==> src/design/cts_pkg.sv <==
// Constants, register map and field layouts of the CT supervision block.
// Assumes one 250 MHz clock and an APB master with 32-bit data.
// Notes on behaviour
// - Alarm allowed only while no phase magnitude exceeds the high limit.
// - Alarm needs at least one phase magnitude above the low limit.
// - Alarm needs at least one phase magnitude below the low limit.
// - Ratio of smallest to largest phase magnitude must be below ratio setting.
// - Negative over positive sequence ratio must exceed the sequence setting.
// - Optional: absolute sum of phases and residual must exceed sum limit.
// - All enabled conditions must hold in the same cycle.
// - Alarm asserts only after the condition held for the alarm delay; the delay counts whole ms ticks, so up to 1 ms early.
// - Eight parameter groups, active one picked by one group-select input.
// - Block input and group change act at once; group change keeps the alarm delay, block input restarts it.
// - Two outputs: alarm and blocked.
// - Every on and off edge of each output emits a millisecond stamped event.
// - Cumulative alarm and blocked event counters, clearable by software.
// - Residual monitoring can be switched on or off on its own.
// - Samples and magnitudes are evaluated on every clock cycle.
// - Current comparisons release at 97 and 103 percent of the threshold.
// - Residual source selector: unused, first input or second input.
// - Residual channel added or subtracted per polarity bit, add by default.

package cts_pkg;

	// ******************************
	// Widths
	// ******************************
	localparam int ADDR_W = 9;
	localparam int DATA_W = 32;
	localparam int CUR_W  = 16;
	localparam int SMP_W  = 16;
	localparam int FLD_W  = 16;
	localparam int TS_W   = 32;
	localparam int CNT_W  = 32;
	localparam int NGRP   = 8;
	localparam int NFLD   = 6;

	// ******************************
	// Register map
	// ******************************
	localparam logic [ADDR_W-1:0] A_CTRL    = 9'h000;
	localparam logic [ADDR_W-1:0] A_STATUS  = 9'h004;
	localparam logic [ADDR_W-1:0] A_ALM_CNT = 9'h008;
	localparam logic [ADDR_W-1:0] A_BLK_CNT = 9'h00c;
	localparam logic [ADDR_W-1:0] A_CNT_CLR = 9'h010;
	localparam logic [ADDR_W-1:0] A_TIME    = 9'h014;
	// Group window: addr[8] set, group in addr[7:5], field in addr[4:2]
	localparam int GRP_BIT = 8;
	localparam int GRP_LSB = 5;
	localparam int FLD_LSB = 2;

	localparam logic [2:0] F_HI    = 3'h0;
	localparam logic [2:0] F_LO    = 3'h1;
	localparam logic [2:0] F_RATIO = 3'h2;
	localparam logic [2:0] F_SEQ   = 3'h3;
	localparam logic [2:0] F_SUM   = 3'h4;
	localparam logic [2:0] F_DLY   = 3'h5;

	// CTRL and STATUS bits
	localparam int C_RSEL = 0;
	localparam int C_RSUB = 2;
	localparam int C_SUM  = 3;
	localparam int C_RMON = 4;
	localparam int S_ALM  = 0;
	localparam int S_BLK  = 1;
	localparam int S_COND = 2;
	localparam int S_GRP  = 3;
	localparam int CLR_ALM = 0;
	localparam int CLR_BLK = 1;

	typedef enum logic [1:0] {
		RSEL_NONE = 2'h0,
		RSEL_ONE  = 2'h1,
		RSEL_TWO  = 2'h2
	} cts_rsel_e;

	// ******************************
	// Reset values (currents in 0.01 x nominal)
	// ******************************
	localparam logic [FLD_W-1:0] D_HI    = 16'h0078;
	localparam logic [FLD_W-1:0] D_LO    = 16'h000a;
	localparam logic [FLD_W-1:0] D_RATIO = 16'h0032;
	localparam logic [FLD_W-1:0] D_SEQ   = 16'h0032;
	localparam logic [FLD_W-1:0] D_SUM   = 16'h0064;
	localparam logic [FLD_W-1:0] D_DLY   = 16'h0014;

	// ******************************
	// Hysteresis and timing
	// ******************************
	localparam logic [6:0] PCT_FULL = 7'h64;
	localparam logic [6:0] PCT_LOW  = 7'h61;
	localparam logic [6:0] PCT_HIGH = 7'h67;
	localparam int CLK_NS   = 4;
	localparam int TICK_NS  = 1000000;
	localparam int TICK_CYC = TICK_NS / CLK_NS;

endpackage : cts_pkg

==> src/design/cts_hyst_cmp.sv <==
// Threshold comparator with fixed release points.
// Assumes mag and thr on the block clock, unsigned, same scale.
`timescale 1ns/1ps

module cts_hyst_cmp
	import cts_pkg::*;
#(
	parameter int W = 16
)(
	input  wire logic         clk,
	input  wire logic         nrst,
	input  wire logic [W-1:0] mag,
	input  wire logic [W-1:0] thr,
	input  wire logic         under,
	output logic              hit_ff
);

	localparam int PW = W + 7;

	logic [PW-1:0] mag_scl;
	logic [PW-1:0] thr_lo;
	logic [PW-1:0] thr_hi;
	logic          set_c;
	logic          rel_c;

	// Scaling by 100 keeps 97 and 103 percent exact, no divider
	assign mag_scl = PW'(mag) * PW'(PCT_FULL);
	assign thr_lo  = PW'(thr) * PW'(PCT_LOW);
	assign thr_hi  = PW'(thr) * PW'(PCT_HIGH);
	assign set_c   = under ? (mag < thr) : (mag > thr);
	assign rel_c   = under ? (mag_scl > thr_hi) : (mag_scl < thr_lo);

	always_ff @(posedge clk or negedge nrst)
	begin
		if (!nrst)
			hit_ff <= 1'b0;
		else if (hit_ff && rel_c)
			hit_ff <= 1'b0;
		else if (!hit_ff && set_c)
			hit_ff <= 1'b1;
	end

endmodule // cts_hyst_cmp

==> src/design/cts_supervision.sv <==
// CT supervision: condition logic, alarm timing, events, counters, APB regs.
// Assumes measurement inputs and block/group inputs come from logic on clk.
//
// The register offsets and the APB interface to the registers were decided locally.
`timescale 1ns/1ps

module cts_supervision
	import cts_pkg::*;
#(
	parameter int TICK_CYCLES = TICK_CYC
)(
	input  wire logic                     clk,
	input  wire logic                     nrst,
	input  wire logic [ADDR_W-1:0]        paddr,
	input  wire logic                     psel,
	input  wire logic                     penable,
	input  wire logic                     pwrite,
	input  wire logic [DATA_W-1:0]        pwdata,
	output logic      [DATA_W-1:0]        prdata,
	output logic                          pready,
	output logic                          pslverr,
	input  wire logic [CUR_W-1:0]         phase_a_current,
	input  wire logic [CUR_W-1:0]         phase_b_current,
	input  wire logic [CUR_W-1:0]         phase_c_current,
	input  wire logic signed [SMP_W-1:0]  phase_a_sample,
	input  wire logic signed [SMP_W-1:0]  phase_b_sample,
	input  wire logic signed [SMP_W-1:0]  phase_c_sample,
	input  wire logic signed [SMP_W-1:0]  residual_input_one,
	input  wire logic signed [SMP_W-1:0]  residual_input_two,
	input  wire logic [CUR_W-1:0]         pos_seq_current,
	input  wire logic [CUR_W-1:0]         neg_seq_current,
	input  wire logic                     block_in,
	input  wire logic [2:0]               grp_sel,
	output logic                          alarm_out,
	output logic                          blocked_out,
	output logic                          evt_valid,
	output logic      [3:0]               evt_flags,
	output logic      [TS_W-1:0]          evt_time_ms
);

	localparam int SUM_W = SMP_W + 2;
	localparam int RW    = CUR_W + FLD_W;

	// ******************************
	// Functions
	// ******************************
	function automatic logic [CUR_W-1:0] f_max3(input logic [CUR_W-1:0] a,
		input logic [CUR_W-1:0] b, input logic [CUR_W-1:0] c);
		logic [CUR_W-1:0] m;
		m = (a > b) ? a : b;
		return (m > c) ? m : c;
	endfunction

	function automatic logic [CUR_W-1:0] f_min3(input logic [CUR_W-1:0] a,
		input logic [CUR_W-1:0] b, input logic [CUR_W-1:0] c);
		logic [CUR_W-1:0] m;
		m = (a < b) ? a : b;
		return (m < c) ? m : c;
	endfunction

	function automatic logic [FLD_W-1:0] f_par_rst(input logic [2:0] f);
		logic [FLD_W-1:0] v;
		v = D_DLY;
		unique case (f)
			F_HI:    v = D_HI;
			F_LO:    v = D_LO;
			F_RATIO: v = D_RATIO;
			F_SEQ:   v = D_SEQ;
			F_SUM:   v = D_SUM;
			default: v = D_DLY;
		endcase
		return v;
	endfunction

	// ******************************
	// Registers
	// ******************************
	logic [FLD_W-1:0]  par_ff [NGRP][NFLD];
	logic [1:0]        rsel_ff;
	logic              rsub_ff;
	logic              sum_en_ff;
	logic              rmon_ff;
	logic [CNT_W-1:0]  alm_cnt_ff;
	logic [CNT_W-1:0]  blk_cnt_ff;
	logic [31:0]       tick_cnt_ff;
	logic [TS_W-1:0]   time_ms_ff;
	logic [FLD_W-1:0]  dly_cnt_ff;
	logic              alarm_ff;
	logic              blocked_ff;
	logic              evt_valid_ff;
	logic [3:0]        evt_flags_ff;
	logic [TS_W-1:0]   evt_time_ff;
	logic [DATA_W-1:0] prdata_ff;
	logic              pslverr_ff;

	// ******************************
	// Bus decode
	// ******************************
	logic             setup;
	logic             wr_acc;
	logic             grp_hit;
	logic [2:0]       a_grp;
	logic [2:0]       a_fld;
	logic             gen_hit;
	logic             clr_alm;
	logic             clr_blk;

	assign setup   = psel && !penable;
	assign wr_acc  = psel && penable && pwrite && !pslverr_ff;
	assign a_grp   = paddr[GRP_LSB +: 3];
	assign a_fld   = paddr[FLD_LSB +: 3];
	assign grp_hit = paddr[GRP_BIT] && (a_fld < 3'(NFLD)) && (paddr[1:0] == 2'h0);
	assign gen_hit = (paddr == A_CTRL) || (paddr == A_STATUS) || (paddr == A_ALM_CNT)
		|| (paddr == A_BLK_CNT) || (paddr == A_CNT_CLR) || (paddr == A_TIME);
	assign clr_alm = wr_acc && (paddr == A_CNT_CLR) && pwdata[CLR_ALM];
	assign clr_blk = wr_acc && (paddr == A_CNT_CLR) && pwdata[CLR_BLK];

	// ******************************
	// Active parameter set
	// ******************************
	logic [FLD_W-1:0] hi_lim;
	logic [FLD_W-1:0] lo_lim;
	logic [FLD_W-1:0] ph_ratio;
	logic [FLD_W-1:0] sq_ratio;
	logic [FLD_W-1:0] sum_lim;
	logic [FLD_W-1:0] dly_ms;

	// Group change takes effect on the next compare, no restart
	assign hi_lim   = par_ff[grp_sel][F_HI];
	assign lo_lim   = par_ff[grp_sel][F_LO];
	assign ph_ratio = par_ff[grp_sel][F_RATIO];
	assign sq_ratio = par_ff[grp_sel][F_SEQ];
	assign sum_lim  = par_ff[grp_sel][F_SUM];
	assign dly_ms   = par_ff[grp_sel][F_DLY];

	// ******************************
	// Threshold comparators
	// ******************************
	logic [CUR_W-1:0] ph_mag [3];
	logic [2:0]       over_hi;
	logic [2:0]       over_lo;
	logic [2:0]       under_lo;

	assign ph_mag[0] = phase_a_current;
	assign ph_mag[1] = phase_b_current;
	assign ph_mag[2] = phase_c_current;

	for (genvar i = 0; i < 3; i++)
	begin : g_ph
		cts_hyst_cmp #(.W(CUR_W)) u_hi (
			.clk    (clk),
			.nrst   (nrst),
			.mag    (ph_mag[i]),
			.thr    (hi_lim),
			.under  (1'b0),
			.hit_ff (over_hi[i])
		);
		cts_hyst_cmp #(.W(CUR_W)) u_lo (
			.clk    (clk),
			.nrst   (nrst),
			.mag    (ph_mag[i]),
			.thr    (lo_lim),
			.under  (1'b0),
			.hit_ff (over_lo[i])
		);
		cts_hyst_cmp #(.W(CUR_W)) u_ul (
			.clk    (clk),
			.nrst   (nrst),
			.mag    (ph_mag[i]),
			.thr    (lo_lim),
			.under  (1'b1),
			.hit_ff (under_lo[i])
		);
	end

	// ******************************
	// Ratio checks
	// ******************************
	logic [CUR_W-1:0] ph_min;
	logic [CUR_W-1:0] ph_max;
	logic [RW-1:0]    min_scl;
	logic [RW-1:0]    max_scl;
	logic [RW-1:0]    neg_scl;
	logic [RW-1:0]    pos_scl;
	logic             ratio_ok;
	logic             seq_ok;

	// Ratios in percent; cross-multiplied to avoid a divider
	assign ph_min   = f_min3(phase_a_current, phase_b_current, phase_c_current);
	assign ph_max   = f_max3(phase_a_current, phase_b_current, phase_c_current);
	assign min_scl  = RW'(ph_min) * RW'(PCT_FULL);
	assign max_scl  = RW'(ph_max) * RW'(ph_ratio);
	assign ratio_ok = min_scl < max_scl;
	assign neg_scl  = RW'(neg_seq_current) * RW'(PCT_FULL);
	assign pos_scl  = RW'(pos_seq_current) * RW'(sq_ratio);
	assign seq_ok   = neg_scl > pos_scl;

	// ******************************
	// Summation check
	// ******************************
	logic signed [SUM_W-1:0] res_smp;
	logic signed [SUM_W-1:0] sum_smp;
	logic        [SUM_W-1:0] sum_abs;
	logic                    sum_hit;

	always_comb
	begin
		res_smp = '0;
		if (rmon_ff)
		begin
			unique case (rsel_ff)
				RSEL_ONE: res_smp = SUM_W'(residual_input_one);
				RSEL_TWO: res_smp = SUM_W'(residual_input_two);
				default:  res_smp = '0;
			endcase
		end
	end

	assign sum_smp = SUM_W'(phase_a_sample) + SUM_W'(phase_b_sample)
		+ SUM_W'(phase_c_sample) + (rsub_ff ? -res_smp : res_smp);
	assign sum_abs = sum_smp[SUM_W-1] ? SUM_W'(-sum_smp) : SUM_W'(sum_smp);

	cts_hyst_cmp #(.W(SUM_W)) u_sum (
		.clk    (clk),
		.nrst   (nrst),
		.mag    (sum_abs),
		.thr    (SUM_W'(sum_lim)),
		.under  (1'b0),
		.hit_ff (sum_hit)
	);

	// ******************************
	// Combined condition
	// ******************************
	logic cond;

	// Compared every cycle, not only on upstream refresh
	assign cond = !(|over_hi) && (|over_lo) && (|under_lo)
		&& ratio_ok && seq_ok && (!sum_en_ff || sum_hit);

	// ******************************
	// Millisecond base
	// ******************************
	logic tick;

	assign tick = (tick_cnt_ff == 32'(TICK_CYCLES - 1));

	always_ff @(posedge clk or negedge nrst)
	begin
		if (!nrst)
			tick_cnt_ff <= '0;
		else if (tick)
			tick_cnt_ff <= '0;
		else
			tick_cnt_ff <= tick_cnt_ff + 32'h0000_0001;
	end

	always_ff @(posedge clk or negedge nrst)
	begin
		if (!nrst)
			time_ms_ff <= '0;
		else if (tick)
			time_ms_ff <= time_ms_ff + TS_W'(1);
	end

	// ******************************
	// Alarm delay and outputs
	// ******************************
	logic nxt_alarm;
	logic nxt_blocked;

	// Delay counts whole ms ticks: up to 1 ms early on the first tick
	always_ff @(posedge clk or negedge nrst)
	begin
		if (!nrst)
			dly_cnt_ff <= '0;
		else if (!cond || block_in)
			dly_cnt_ff <= '0;
		else if (tick && dly_cnt_ff < dly_ms)
			dly_cnt_ff <= dly_cnt_ff + FLD_W'(1);
	end

	assign nxt_blocked = block_in;
	assign nxt_alarm   = cond && !block_in && (dly_cnt_ff >= dly_ms);

	always_ff @(posedge clk or negedge nrst)
	begin
		if (!nrst)
		begin
			alarm_ff   <= 1'b0;
			blocked_ff <= 1'b0;
		end
		else
		begin
			alarm_ff   <= nxt_alarm;
			blocked_ff <= nxt_blocked;
		end
	end

	assign alarm_out   = alarm_ff;
	assign blocked_out = blocked_ff;

	// ******************************
	// Events
	// ******************************
	// Flags: [0] blocked on, [1] blocked off, [2] alarm on, [3] alarm off
	always_ff @(posedge clk or negedge nrst)
	begin
		if (!nrst)
		begin
			evt_valid_ff <= 1'b0;
			evt_flags_ff <= '0;
			evt_time_ff  <= '0;
		end
		else
		begin
			evt_valid_ff <= (nxt_alarm != alarm_ff) || (nxt_blocked != blocked_ff);
			evt_flags_ff <= {alarm_ff && !nxt_alarm, !alarm_ff && nxt_alarm,
				blocked_ff && !nxt_blocked, !blocked_ff && nxt_blocked};
			evt_time_ff  <= time_ms_ff;
		end
	end

	assign evt_valid   = evt_valid_ff;
	assign evt_flags   = evt_flags_ff;
	assign evt_time_ms = evt_time_ff;

	// ******************************
	// Event counters
	// ******************************
	// A new event in the clearing cycle counts as one, not lost
	always_ff @(posedge clk or negedge nrst)
	begin
		if (!nrst)
			alm_cnt_ff <= '0;
		else if (nxt_alarm && !alarm_ff)
			alm_cnt_ff <= clr_alm ? CNT_W'(1) : alm_cnt_ff + CNT_W'(1);
		else if (clr_alm)
			alm_cnt_ff <= '0;
	end

	always_ff @(posedge clk or negedge nrst)
	begin
		if (!nrst)
			blk_cnt_ff <= '0;
		else if (nxt_blocked && !blocked_ff)
			blk_cnt_ff <= clr_blk ? CNT_W'(1) : blk_cnt_ff + CNT_W'(1);
		else if (clr_blk)
			blk_cnt_ff <= '0;
	end

	// ******************************
	// Register writes
	// ******************************
	always_ff @(posedge clk or negedge nrst)
	begin
		if (!nrst)
		begin
			rsel_ff   <= RSEL_NONE;
			rsub_ff   <= 1'b0;
			sum_en_ff <= 1'b0;
			rmon_ff   <= 1'b0;
		end
		else if (wr_acc && paddr == A_CTRL)
		begin
			rsel_ff   <= pwdata[C_RSEL +: 2];
			rsub_ff   <= pwdata[C_RSUB];
			sum_en_ff <= pwdata[C_SUM];
			rmon_ff   <= pwdata[C_RMON];
		end
	end

	always_ff @(posedge clk or negedge nrst)
	begin
		if (!nrst)
		begin
			for (int g = 0; g < NGRP; g++)
				for (int f = 0; f < NFLD; f++)
					par_ff[g][f] <= f_par_rst(3'(f));
		end
		else if (wr_acc && grp_hit)
			par_ff[a_grp][a_fld] <= pwdata[FLD_W-1:0];
	end

	// ******************************
	// Register reads
	// ******************************
	// Read data captured in setup so access completes with no wait state
	always_ff @(posedge clk or negedge nrst)
	begin
		if (!nrst)
		begin
			prdata_ff  <= '0;
			pslverr_ff <= 1'b0;
		end
		else if (setup)
		begin
			pslverr_ff <= !(gen_hit || grp_hit);
			prdata_ff  <= '0;
			if (grp_hit)
				prdata_ff <= DATA_W'(par_ff[a_grp][a_fld]);
			else if (paddr == A_CTRL)
				prdata_ff <= DATA_W'({rmon_ff, sum_en_ff, rsub_ff, rsel_ff});
			else if (paddr == A_STATUS)
				prdata_ff <= DATA_W'({grp_sel, cond, blocked_ff, alarm_ff});
			else if (paddr == A_ALM_CNT)
				prdata_ff <= alm_cnt_ff;
			else if (paddr == A_BLK_CNT)
				prdata_ff <= blk_cnt_ff;
			else if (paddr == A_TIME)
				prdata_ff <= time_ms_ff;
		end
	end

	assign pready  = 1'b1;
	assign prdata  = (psel && penable && !pwrite) ? prdata_ff : '0;
	assign pslverr = psel && penable && pslverr_ff;

endmodule // cts_supervision

==> config.mk <==
export PLATFORM = sky130hd
export DESIGN_NAME = cts_supervision
export DESIGN_NICKNAME = d
export VERILOG_FILES = /design/src/design/cts_pkg.sv /design/src/design/cts_hyst_cmp.sv /design/src/design/cts_supervision.sv
export SDC_FILE = /design/constraint.sdc
export NUM_CORES = 2
export LEC_CHECK = 0
export BUFFER_PORTS_ARGS = -buffer_cell sky130_fd_sc_hd__buf_2
export CAP_MARGIN = 40
export CORE_MARGIN = 3
export CORE_UTILIZATION = 58
export CTS_CLUSTER_DIAMETER = 200
export DETAILED_ROUTE_END_ITERATION = 8
export GPL_ROUTABILITY_DRIVEN = 1
export PLACE_DENSITY_LB_ADDON = 0.1
export SYNTH_ARGS = -nofsm -noshare
export SYNTH_HDL_FRONTEND = slang
export SYNTH_SLANG_ARGS = --single-unit
==> constraint.sdc <==
create_clock -name clk -period 11 [get_ports clk]
set_clock_uncertainty 0.05 [all_clocks]
set_input_delay 0.55 -clock clk [delete_from_list [all_inputs] [get_ports clk]]
set_output_delay 0.55 -clock clk [all_outputs]
set_load 0.01 [all_outputs]
==> results_dict.tcl <==
set metrics [dict create \
    slowest_stage "fa_1" \
    syn_nets 11100 \
    grt_overflow_total 0 \
    cts_root_buffer "clkbuf_16" \
    cts_tree "yes" \
    setup_viol 33 \
    worst_hold_slack_ns 0.169 \
    yosysTopAreaCell "dfrtp_1" \
    grt_usage 0.355 \
    synthDistinctLibCells 84 \
    synthMuxAreaShare 0.153 \
    synth_fa_ha_area_frac 0.278 \
    p_leak_nw 53.4 \
    final_area_sq_um 107000 \
    vdd_drop_max_uv 755 \
    cts_sinks 999 \
    rsz0062_at_grt "true" \
    crit_start "phase_a_current[8]" \
    htree_levels 3 \
    clk_pin_slew_ns 0.07 \
    drt_first_pass_iters 9 \
    max_stage_delay_ns 0.56 \
    synth_top_cells_by_count "ha_1 (1226), inv_1 (1083), dfrtp_1 (863)" \
    worst_pin_slew_ns 1.15 \
    synth_most_common_cell "ha_1" \
    antenna_found_initial 12 \
    grt_first_pass_wirelength_um 461000 \
    start_util 0.587 \
    layout-drive-gt1-share 0.247 \
    worstHoldStart "pwdata[2]" \
    antenna_left 0 \
    fin_ws_ns -0.853 \
    yosys.area_share.simple 0.0980 \
    clk_latency_ns 0.71 \
    num_vias 76000 \
    die_area_sq_um 168000 \
    synth-xor-area-share 0.0343 \
    dpl.hpwl_um 226000 \
    synthCells 9149 \
    core.rowCount 147 \
    drt_wl_total_um 300000 \
    r2r-start "rsel_ff[0]" \
    ys_seq_elements 999 \
    path_common_cell "fa_1" \
    status "finished with violations" \
    cp_max_fo 7 \
    endpoint_kind "register" \
    synth_edf_count 0 \
    portBuffers 265 \
    post-route-drc-count 0 \
    drt-vias-per-instance 6.35 \
    synth.area.top_cells "dfrtp_1 (23%), ha_1 (16%), fa_1 (12%), mux2_2 (9.8%), mux4_2 (4.6%)" \
    slew_viol_final 0 \
    postPlaceCellArea_sq_um 102000 \
    critPathArrivalTime_ns 12.40 \
    synth_compound_area_frac 0.111 \
    die_width_um 410 \
    area_delta_synth_final_pct 13.1 \
    hold_class "input port to register" \
    cp-start-kind "input port" \
    required_ns 11.55 \
    core_area_sq_um 161000 \
    grt_pass1_vias 77200 \
    failed_checks "setup timing" \
    yosysWarnings 0 \
    final_nets 11700 \
    min_period_over_period 1.08 \
    drv_cap 0 \
    synth_area_sq_um 94700 \
    period_needed_ns 11.85 \
    grt_max_degree 189 \
    ys.flop_type "dfrtp_1" \
    seq_area_frac_synth 0.266 \
    netlist.area_leader.share 0.228 \
    powerDensity_nw_per_um2 181 \
    relSlewSlack 0.234 \
    async_flop_share 1.00 \
    hold_violations 0 \
    cts-buffers-inserted 105 \
    gp_congestion 1.02 \
    drtIter0Drc 7090 \
    ctsLongestPathBuffers 3 \
    synth_top_family_by_area "adder cells" \
    fmax_mhz 84.4 \
    avgSynthCellArea_sq_um 10.3 \
    critPathKind "input port to register" \
    routedWlPerCell_um 25.1 \
    power.total_mw 19.4 \
    die_y_um 410 \
    ioPinCount 283 \
]
[sequential cells by signal, summed over array words and instances, names as in the netlist, 2 cells and up]
signal and count:
evt_flags 4, g_ph.u_ul.hit_ff 3, dly_cnt_ff 16, blk_cnt_ff 32, prdata_ff 32, time_ms_ff 32
par_ff 768, g_ph.u_hi.hit_ff 3, rsel_ff 2, tick_cnt_ff 32, alm_cnt_ff 32, evt_time_ms 32
g_ph.u_lo.hit_ff 3
[through the flow]
step | utilization | cells | setup TNS, ns | worst slack [ns]
2_1_floorplan | - | 9149 | -16.64 | -0.869
3_3_place_gp | 0.630 | 11700 | -56.30 | -1.65
3_5_place_dp | 0.635 | 11700 | -68.68 | -1.84
4_1_cts | 0.662 | 12000 | -21.60 | -0.819
5_1_grt | 0.664 | 12000 | -45.35 | -1.40
6_report | 0.664 | 12000 | -23.39 | -0.853
[worst max-delay path: cells and delay by family]
family / cells / cell delay, ns
adders and majority gates: 11 / 4.35
xor gates and xnor gates: 2 / 0.25
and+or+nand+nor: 21 / 3.49
AOI/OAI and AO/OA: 14 / 2.40
buffers and inverters: 11 / 1.35
[cells by family after synthesis]
logic type      Yosys count
other cells               1
xor+xnor                370
mux                    1100
fa+ha+maj              1775
simple gates           1894
buf+inv                1496
compound gates         1514
flops                   999
[placed cells by master (no fill, tap or decap), drive strengths merged, types with 104 or more instances in the layout]
cell and instances:
nor2b 104, a22oi 327, mux4 193, and2 114, nand3 136, xnor2 196
nand2 597, ha 1226, a21o 166, inv 1088, clkbuf 154, a21oi 239
nor2 398, fa 549, mux2 824, dfstp 136, nand4 205, dfrtp 863
o21ai 271, buf 860, xor2 174
[power breakdown]
group | internal (mW) | switching, mW | total, mW
clock network | 2.22 | 1.58 | 3.80
registers | 3.73 | 0.0757 | 3.81
logic | 5.14 | 6.66 | 11.8
total | 11.1 | 8.32 | 19.4
[path summary, 6_finish.rpt]
check,to,cells past startpoint,slack [ns]
max,alm_cnt_ff[27],59,-0.85
min,rsub_ff,2,0.17
max reg2reg,u_sum.hit_ff,41,0.72
min reg2reg,tick_cnt_ff[0],1,0.42
max in group asynchronous,tick_cnt_ff[26],4,8.23
min in group asynchronous,par_ff[713],2,0.42
[per-layer routing]
layer | wire length [um] | global-route usage
met1 | 121000 | 0.462
met2 | 139000 | 0.570
met3 | 23800 | 0.0630
met4 | 17200 | 0.180
met5 | 20 | 0
[final cells by class]
| class | count | area, sq um |
|---|---|---|
| timing repair buffer | 865 | 6610 |
| inverter | 1084 | 4070 |
| clock inverter | 49 | 612 |
| clock buffer | 151 | 3110 |
| multi-input combinational | 6654 | 64700 |
| sequential | 999 | 25200 |
| antenna | 7 | 17.5 |
| tap | 2160 | 2700 |
| fill | 12800 | 54300 |
[timing repair]
item	in CTS	in global routing
hold buffers	1	0
resized for setup	71	54
gates cloned	5	0
endpoints found under the setup margin	52	54
pin swaps	37	31
endpoints found under the hold margin	96	0
buffers inserted	30	9
Note: power is estimated with default switching activity, not from simulation.
